--- src/hdl/hpgc_pkg.sv ---
package hpgc_pkg;

    // Register byte offsets on the bus.
    localparam logic [11:0] SEL_OFFSET   = 12'h000;
    localparam logic [11:0] DIR_OFFSET   = 12'h004;
    localparam logic [11:0] DAT_OFFSET   = 12'h008;
    localparam logic [11:0] SIRQ_OFFSET  = 12'h00c;

    // Bit positions in the pin-function select register.
    localparam int SEL_ADDR_UPPER  = 12;
    localparam int SEL_ADDR_LOWER  = 11;
    localparam int SEL_DATA_UPPER  = 8;
    localparam int SEL_DATA_LOWER  = 7;
    localparam int SEL_IRQ_PIN     = 6;
    localparam int SEL_BYTE_ID     = 4;
    localparam int SEL_ADDR_STROBE = 2;
    localparam int SEL_ACCESS_CTL  = 1;
    localparam int SEL_STROBE_GRP  = 0;

    // Bits of the select register that hold state; the rest read zero.
    localparam logic [15:0] SEL_WRITABLE = 16'h19d7;
    // Data-pin bits that exist in 8-bit multiplexed mode.
    localparam logic [15:0] LOW_BYTE_MASK = 16'h00ff;
    localparam logic [15:0] ALL_BITS_MASK = 16'hffff;

    // Reset values.
    localparam logic [15:0] SEL_RESET  = 16'h0000;
    localparam logic [15:0] DIR_RESET  = 16'h0000;
    localparam logic [15:0] DAT_RESET  = 16'h0000;
    localparam logic        SIRQ_RESET = 1'b0;

    // AHB-Lite encodings.
    localparam logic [1:0] HRESP_OKAY = 2'b00;

    // What the host port core would drive onto the pins.
    typedef struct packed {
        logic [15:0] data_out;
        logic [15:0] data_oe;
        logic        irq_out;
    } hpgc_core_drive_type;

    // Which pin groups are currently handed over to general-purpose I/O.
    typedef struct packed {
        logic addr_upper;
        logic addr_lower;
        logic data_upper;
        logic data_lower;
        logic irq_pin;
        logic byte_id;
        logic addr_strobe;
        logic access_ctl;
        logic strobe_group;
    } hpgc_pin_owner_type;

endpackage : hpgc_pkg

--- src/hdl/hpgc_top.sv ---
// What this block does
// - Select register reachable by CPU bus only.
// - Bit 12 hands upper address pins to GPIO.
// - Bit 11 hands lower address pins to GPIO.
// - Bit 8 hands upper data pins to GPIO.
// - Bit 7 hands lower data pins to GPIO.
// - Bit 6 hands interrupt pin to GPIO.
// - Bit 4 hands byte-identification pin to GPIO.
// - Bit 2 hands address strobe pin to GPIO.
// - Bit 1 hands both access-control pins to GPIO.
// - Bit 0 works only while port-enable is low.
// - Address and upper-data bits need 16-bit mode.
// - Strobe and byte-id bits need 8-bit mode.
// - Reset clears select, direction and data registers.
// - Direction bit per data pin: 0 in, 1 out.
// - Input pins read level; data writes ignored.
// - Output pins drive the written data level.
// - Direction and data act only on GPIO banks.
// - Upper data-byte bits usable in 16-bit mode only.
// - GPIO address strobe can raise CPU interrupts.
module hpgc_top
    import hpgc_pkg::*;
(
    input  wire logic                clk,          // CPU clock, 250 MHz.
    input  wire logic                rstn,         // Async reset, low.
    input  wire logic                hsel,         // Slave select.
    input  wire logic [31:0]         haddr,        // Byte address.
    input  wire logic [1:0]          htrans,       // Transfer type.
    input  wire logic                hwrite,       // Write when high.
    input  wire logic [2:0]          hsize,        // Transfer size.
    input  wire logic [31:0]         hwdata,       // Write data.
    input  wire logic                hready,       // Bus ready.
    output logic      [31:0]         hrdata,       // Read data.
    output logic                     hreadyout,    // Always ready.
    output logic      [1:0]          hresp,        // Always OKAY.
    input  wire logic                mux_mode,     // High: 8-bit mux.
    input  wire logic                port_on_input,// Port-enable pin.
    input  wire hpgc_core_drive_type core_drive,   // Host port drive.
    input  wire logic [15:0]         pin_data_in,  // Data pin levels.
    input  wire logic                addr_strobe_in,// Strobe pin level.
    output logic      [15:0]         pin_data_out, // Data pin drive.
    output logic      [15:0]         pin_data_oe,  // Data pin enable.
    output logic                     pin_irq_out,  // Irq pin drive.
    output logic                     pin_irq_oe,   // Irq pin enable.
    output hpgc_pin_owner_type       pin_owner,    // GPIO ownership.
    output logic                     strobe_event  // Strobe interrupt.
);

    // Bus-side state.
    logic        dphase_wr;
    logic [11:0] dphase_addr;
    logic [15:0] pin_function_select;
    logic [15:0] data_pin_direction;
    logic [15:0] data_pin_level;
    logic        strobe_irq_enable;
    logic        strobe_prev;

    // Address phase decode; only the CPU bus reaches these registers.
    wire         addr_phase = hsel && htrans[1] && hready;
    wire         take_write = addr_phase && hwrite;
    wire         take_read  = addr_phase && !hwrite;
    wire  [11:0] rd_addr    = haddr[11:0];

    // Data phase write strobes, one per register.
    wire wr_sel  = dphase_wr && (dphase_addr == SEL_OFFSET);
    wire wr_dir  = dphase_wr && (dphase_addr == DIR_OFFSET);
    wire wr_dat  = dphase_wr && (dphase_addr == DAT_OFFSET);
    wire wr_sirq = dphase_wr && (dphase_addr == SIRQ_OFFSET);

    // Bank selects honour the bus mode of the host port.
    wire eff_addr_upper = pin_function_select[SEL_ADDR_UPPER]
                          && !mux_mode;
    wire eff_addr_lower = pin_function_select[SEL_ADDR_LOWER]
                          && !mux_mode;
    wire eff_data_upper = pin_function_select[SEL_DATA_UPPER]
                          && !mux_mode;
    wire eff_data_lower = pin_function_select[SEL_DATA_LOWER];
    wire eff_irq_pin    = pin_function_select[SEL_IRQ_PIN];
    wire eff_byte_id    = pin_function_select[SEL_BYTE_ID]
                          && mux_mode;
    wire eff_addr_strb  = pin_function_select[SEL_ADDR_STROBE]
                          && mux_mode;
    wire eff_access_ctl = pin_function_select[SEL_ACCESS_CTL];
    // A set bit 0 while the port is enabled is invalid and is ignored.
    wire eff_strobe_grp = pin_function_select[SEL_STROBE_GRP]
                          && !port_on_input;

    // Mode-dependent group enables; upper pins vanish in 8-bit mode.
    wire [15:0] exist_mask = mux_mode ? LOW_BYTE_MASK
                                      : ALL_BITS_MASK;
    wire [15:0] bank_gpio  = {{8{eff_data_upper}},
                              {8{eff_data_lower}}};

    // Direction writes keep upper bits when those pins do not exist.
    wire [15:0] dir_wmask     = exist_mask;
    wire [15:0] next_dir      = (data_pin_direction & ~dir_wmask)
                                | (hwdata[15:0] & dir_wmask);
    // Only bits of output pins take a write; inputs ignore it.
    wire [15:0] dat_wmask     = data_pin_direction & exist_mask;
    wire [15:0] next_dat      = (data_pin_level & ~dat_wmask)
                                | (hwdata[15:0] & dat_wmask);
    wire [15:0] next_sel      = hwdata[15:0] & SEL_WRITABLE;

    // Inputs show the pin, outputs show the stored drive level.
    wire [15:0] dat_view      = (data_pin_direction & data_pin_level)
                                | (~data_pin_direction
                                   & pin_data_in);

    // Pin drive: GPIO banks follow the registers, others the port core.
    wire [15:0] next_pin_out  = (bank_gpio & data_pin_level)
                                | (~bank_gpio
                                   & core_drive.data_out);
    wire [15:0] next_pin_oe   = (bank_gpio & data_pin_direction)
                                | (~bank_gpio
                                   & core_drive.data_oe);

    // A GPIO interrupt pin is released, since its own direction and
    // level controls are not part of this block.
    wire        next_irq_oe   = !eff_irq_pin;

    // Falling edge of the strobe pin while it is a GPIO interrupt source.
    wire        next_strobe_event = eff_addr_strb && strobe_irq_enable
                                    && strobe_prev
                                    && !addr_strobe_in;

    // Read mux; unmapped offsets read zero.
    logic [31:0] next_rdata;
    always_comb begin
        unique case (rd_addr)
            SEL_OFFSET:  next_rdata = {16'h0000, pin_function_select};
            DIR_OFFSET:  next_rdata = {16'h0000, data_pin_direction};
            DAT_OFFSET:  next_rdata = {16'h0000, dat_view};
            SIRQ_OFFSET: next_rdata = {31'h00000000, strobe_irq_enable};
            default:     next_rdata = 32'h00000000;
        endcase
    end

    // Zero wait states, so the slave never stretches a transfer.
    assign hreadyout = 1'b1;
    assign hresp     = HRESP_OKAY;

    // Address phase capture.
    always_ff @(posedge clk or negedge rstn) begin
        if (!rstn) begin
            dphase_wr   <= 1'b0;
            dphase_addr <= 12'h000;
        end else if (hready) begin
            dphase_wr   <= take_write;
            dphase_addr <= haddr[11:0];
        end
    end

    // Read data is prepared at the address phase edge.
    always_ff @(posedge clk or negedge rstn) begin
        if (!rstn) begin
            hrdata <= 32'h00000000;
        end else if (take_read) begin
            hrdata <= next_rdata;
        end
    end

    // Select register; reserved bits are never stored.
    always_ff @(posedge clk or negedge rstn) begin
        if (!rstn) begin
            pin_function_select <= SEL_RESET;
        end else if (wr_sel) begin
            pin_function_select <= next_sel;
        end
    end

    // Direction register.
    always_ff @(posedge clk or negedge rstn) begin
        if (!rstn) begin
            data_pin_direction <= DIR_RESET;
        end else if (wr_dir) begin
            data_pin_direction <= next_dir;
        end
    end

    // Data register.
    always_ff @(posedge clk or negedge rstn) begin
        if (!rstn) begin
            data_pin_level <= DAT_RESET;
        end else if (wr_dat) begin
            data_pin_level <= next_dat;
        end
    end

    // Strobe interrupt enable.
    always_ff @(posedge clk or negedge rstn) begin
        if (!rstn) begin
            strobe_irq_enable <= SIRQ_RESET;
        end else if (wr_sirq) begin
            strobe_irq_enable <= hwdata[0];
        end
    end

    // Registered pin drives keep glitches off the package pins.
    always_ff @(posedge clk or negedge rstn) begin
        if (!rstn) begin
            pin_data_out <= 16'h0000;
            pin_data_oe  <= 16'h0000;
            pin_irq_out  <= 1'b0;
            pin_irq_oe   <= 1'b0;
        end else begin
            pin_data_out <= next_pin_out;
            pin_data_oe  <= next_pin_oe;
            pin_irq_out  <= core_drive.irq_out;
            pin_irq_oe   <= next_irq_oe;
        end
    end

    // Ownership flags tell the port core which pins it has lost.
    always_ff @(posedge clk or negedge rstn) begin
        if (!rstn) begin
            pin_owner <= '0;
        end else begin
            pin_owner <= '{addr_upper:   eff_addr_upper,
                           addr_lower:   eff_addr_lower,
                           data_upper:   eff_data_upper,
                           data_lower:   eff_data_lower,
                           irq_pin:      eff_irq_pin,
                           byte_id:      eff_byte_id,
                           addr_strobe:  eff_addr_strb,
                           access_ctl:   eff_access_ctl,
                           strobe_group: eff_strobe_grp};
        end
    end

    // Strobe edge detect; the pin is already synchronous to clk.
    always_ff @(posedge clk or negedge rstn) begin
        if (!rstn) begin
            strobe_prev  <= 1'b1;
            strobe_event <= 1'b0;
        end else begin
            strobe_prev  <= addr_strobe_in;
            strobe_event <= next_strobe_event;
        end
    end
endmodule : hpgc_top

--- config.mk ---
export PLATFORM = sky130hd
export DESIGN_NAME = hpgc_top
export DESIGN_NICKNAME = d
export VERILOG_FILES = /design/src/hdl/hpgc_pkg.sv /design/src/hdl/hpgc_top.sv
export SDC_FILE = /design/constraint.sdc
export NUM_CORES = 1
export LEC_CHECK = 0
export ABC_AREA = 1
export BUFFER_PORTS_ARGS = -buffer_cell sky130_fd_sc_hd__buf_2
export CAP_MARGIN = 20
export CORE_MARGIN = 2
export CORE_UTILIZATION = 44
export DETAILED_ROUTE_END_ITERATION = 6
export GPL_TIMING_DRIVEN = 1
export PLACE_DENSITY = 0.76
export SYNTH_ARGS = -nofsm -noshare
export SYNTH_HDL_FRONTEND = slang
export SYNTH_SLANG_ARGS = --single-unit
--- constraint.sdc ---
create_clock -name clk -period 1.5 [get_ports clk]
set_clock_uncertainty 0.1 [all_clocks]
set_input_delay 0.15 -clock clk [delete_from_list [all_inputs] [get_ports clk]]
set_output_delay 0.15 -clock clk [all_outputs]
set_load 0.03 [all_outputs]
==> flow_summary.toml <==
[detailed_routing]
vias = 5194
dr.pass1.iters = 7
wire_per_inst_um = 15.1
routed_wl_mm = 15.5
ant_nets = 0
vias_per_cell = 5.05
drtIter0Drc = 438
post-route-drc-count = 7

[timing]
setup_viol = 1
fmax_ghz = 0.651
hold_viol = 0
rsz0062_at_grt = "yes"
period_share = 1.02
finalCriticalPeriod_ns = 1.54
setup_tns_ns = -0.0363
worst_slack_ns = -0.0363
slew_violations = 0

[synthesis]
yosysMostFrequentCell = "nand2_1"
synth_compound_area_frac = 0.0938
synthMuxAreaShare = 0
yosysWarningCount = 0
synth_top_family_by_area = "simple AND/OR/NAND/NOR gates"
syn-instance-count = 631
yosys.area_share.simple = 0.246
synth_area_leaders = "dfrtp_1, nand2_1, inv_1"
syn_avg_cell_area_sq_um = 8.33
synthArstFlopShare = 1.00
synth_top_area_cell = "dfrtp_1"
synth-xor-area-share = 0
synth-edff-count = 0
synth_cell_types = 27
syn_area_sq_mm = 0.00526
yosys-top-cells-count = "nand2_1, dfrtp_1, inv_1"
synth_seq_area_share = 0.552
yosysTopAreaCellShare = 0.547
synthAdderAreaFrac = 0
synth_ff_type = "dfrtp_1"
ys_ff_latch = 116

[hold_path]
min_from = "pin_data_in[10]"
min_path_cells = 7
min_path_type = "in -> reg"
whs_endpoint = "hrdata[10]"

[global_route]
grtUsageTotal = 0.246
grt_pass1_vias = 5263
grt_max_degree = 38
antenna_found_initial = 0
grt-ovfl-total = 0
grt_pass1_wl_mm = 24.6

[placed_design]
portBuffers = 145
dp_hpwl_mm = 9.45
dp.cells = 926
gp_congestion = 0.843
dpl-instance-area_sq_mm = 0.00628
dp_slack_ns = -0.0811

[setup_path]
crit_type = "reg -> reg"
worstReg2RegStart = "dphase_addr[8]"
worst_setup_path_end_kind = "flip-flop"
worstPathRequired_ns = 1.70
reg2reg_setup_slack_ns = -0.04
critPathMaxFanout = 8
reg2regPathDepth = 8
worstSetupStartpointType = "flip-flop"
worstPathArrival_ns = 1.74

[die]
die_x_um = 113
io_pins = 205
die-area_sq_mm = 0.0128
initial_core_util = 0.456
core_area_sq_mm = 0.0115
rows = 39
die_h_um = 113

[clock_network]
h-tree-depth = 4
root_buffer = "clkbuf_16"
numCtsBuffers = 17
clkTransAtPathRegs_ns = 0.06
clock-sinks = 116
cts_tree = "yes"
max-clock-path-buffers = 2
clkLatencyLatePin_ns = 0.41

[cells_and_area]
syn2layout_area_growth_pct = 46.7
finish.instance_area_sq_mm = 0.00771
fillers = 855
fin_cells = 1028
utilization = 0.669
drive_gt1_frac = 0.281
antenna_cells = 0
fin_nets = 998

[power_and_ir_drop]
p_leak_nw = 4.10
irDropWorstVdd_v = 0.000534
power_density_mw_per_mm2 = 1090

[run_status]
violations = "DRC, setup timing"
status = "finished with violations"

[flow_run]
cap_violations = 0
critical path, cell delays in order (launching register included):
cell and delay [ns]:
dfrtp_1 0.36, inv_1 0.07, nand4_1 0.16, nor2_4 0.22
buf_6 0.16, buf_12 0.12, nand4_1 0.10, nand2_1 0.10
inv_2 0.04
cells in the final DEF (no fill, tap or decap), drive strengths merged:
cell type / instances
dlygate4sd3: 67
clkinvlp: 1
nand2: 180
inv: 82
buf: 178
dfstp: 1
conb: 19
clkbuf: 22
a21oi: 17
nor3: 3
nand3: 44
bufinv: 4
nor3b: 1
nor2: 45
clkinv: 6
dfrtp: 115
nand4: 20
o21ai: 80
per-layer routing:
metal / global-route usage / vias to the layer above / wire length, um
met5: 0 / - / 0
met1: 0.295 / 2406 / 5990
li1: - / 2451 / -
met3: 0.0546 / 60 / 995
met4: 0.124 / 0 / 680
met2: 0.418 / 277 / 7820
through the flow:
stage	hold slack (ns)	total power [mW]
after floorplan	-0.246	3.73
after global placement	0.0140	4.02
after detailed placement	0.0172	4.03
after CTS	0.0683	8.40
after global routing	0.122	8.72
final	0.0824	8.43
worst max-delay path by stage:
stage | start | to | slack, ns | cells after the start
after floorplan | dphase_addr[1] | pin_function_select[11] | 0.04 | 7
after global placement | haddr[11] | hrdata[3] | -0.07 | 8
after detailed placement | dphase_addr[10] | flip-flop | -0.08 | 8
after CTS | dphase_addr[5] | flip-flop | -0.007 | 8
after global routing | dphase_addr[8] | flip-flop | -0.13 | 8
final | dphase_addr[8] | flip-flop | -0.04 | 8
kinds of logic (layout without fill, tap and decap cells):
group                  Yosys count  count (layout)
AND/OR/NAND/NOR                293             293
buffers and inverters          123             360
flip-flops                     116             116
AO/OA/AOI/OAI                   97              97
other                            2              19
where the power goes:
group / switching, mW / internal, mW
clock network: 1.41 / 2.86
registers: 0.0500 / 3.24
logic: 0.535 / 0.348
total: 1.99 / 6.44
final cells by class:
class | instances | area (sq um) | area share
Clock buffer | 22 | 464 | 0.0602
Multi-Input combinational cell | 409 | 1950 | 0.253
Tap cell | 143 | 179 | 0.0232
Inverter | 83 | 315 | 0.0409
Clock inverter | 10 | 154 | 0.0200
Sequential cell | 116 | 2900 | 0.377
Timing Repair Buffer | 245 | 1740 | 0.226
timing repair:
item                       4_1_cts  5_1_grt
setup endpoints to repair       23       46
resized for setup               18       37
hold buffers                    67        0
hold endpoints to repair       204        0
buffers inserted                 1        2
pin swaps                        5       17
Note: power is estimated with default switching activity, not from simulation.
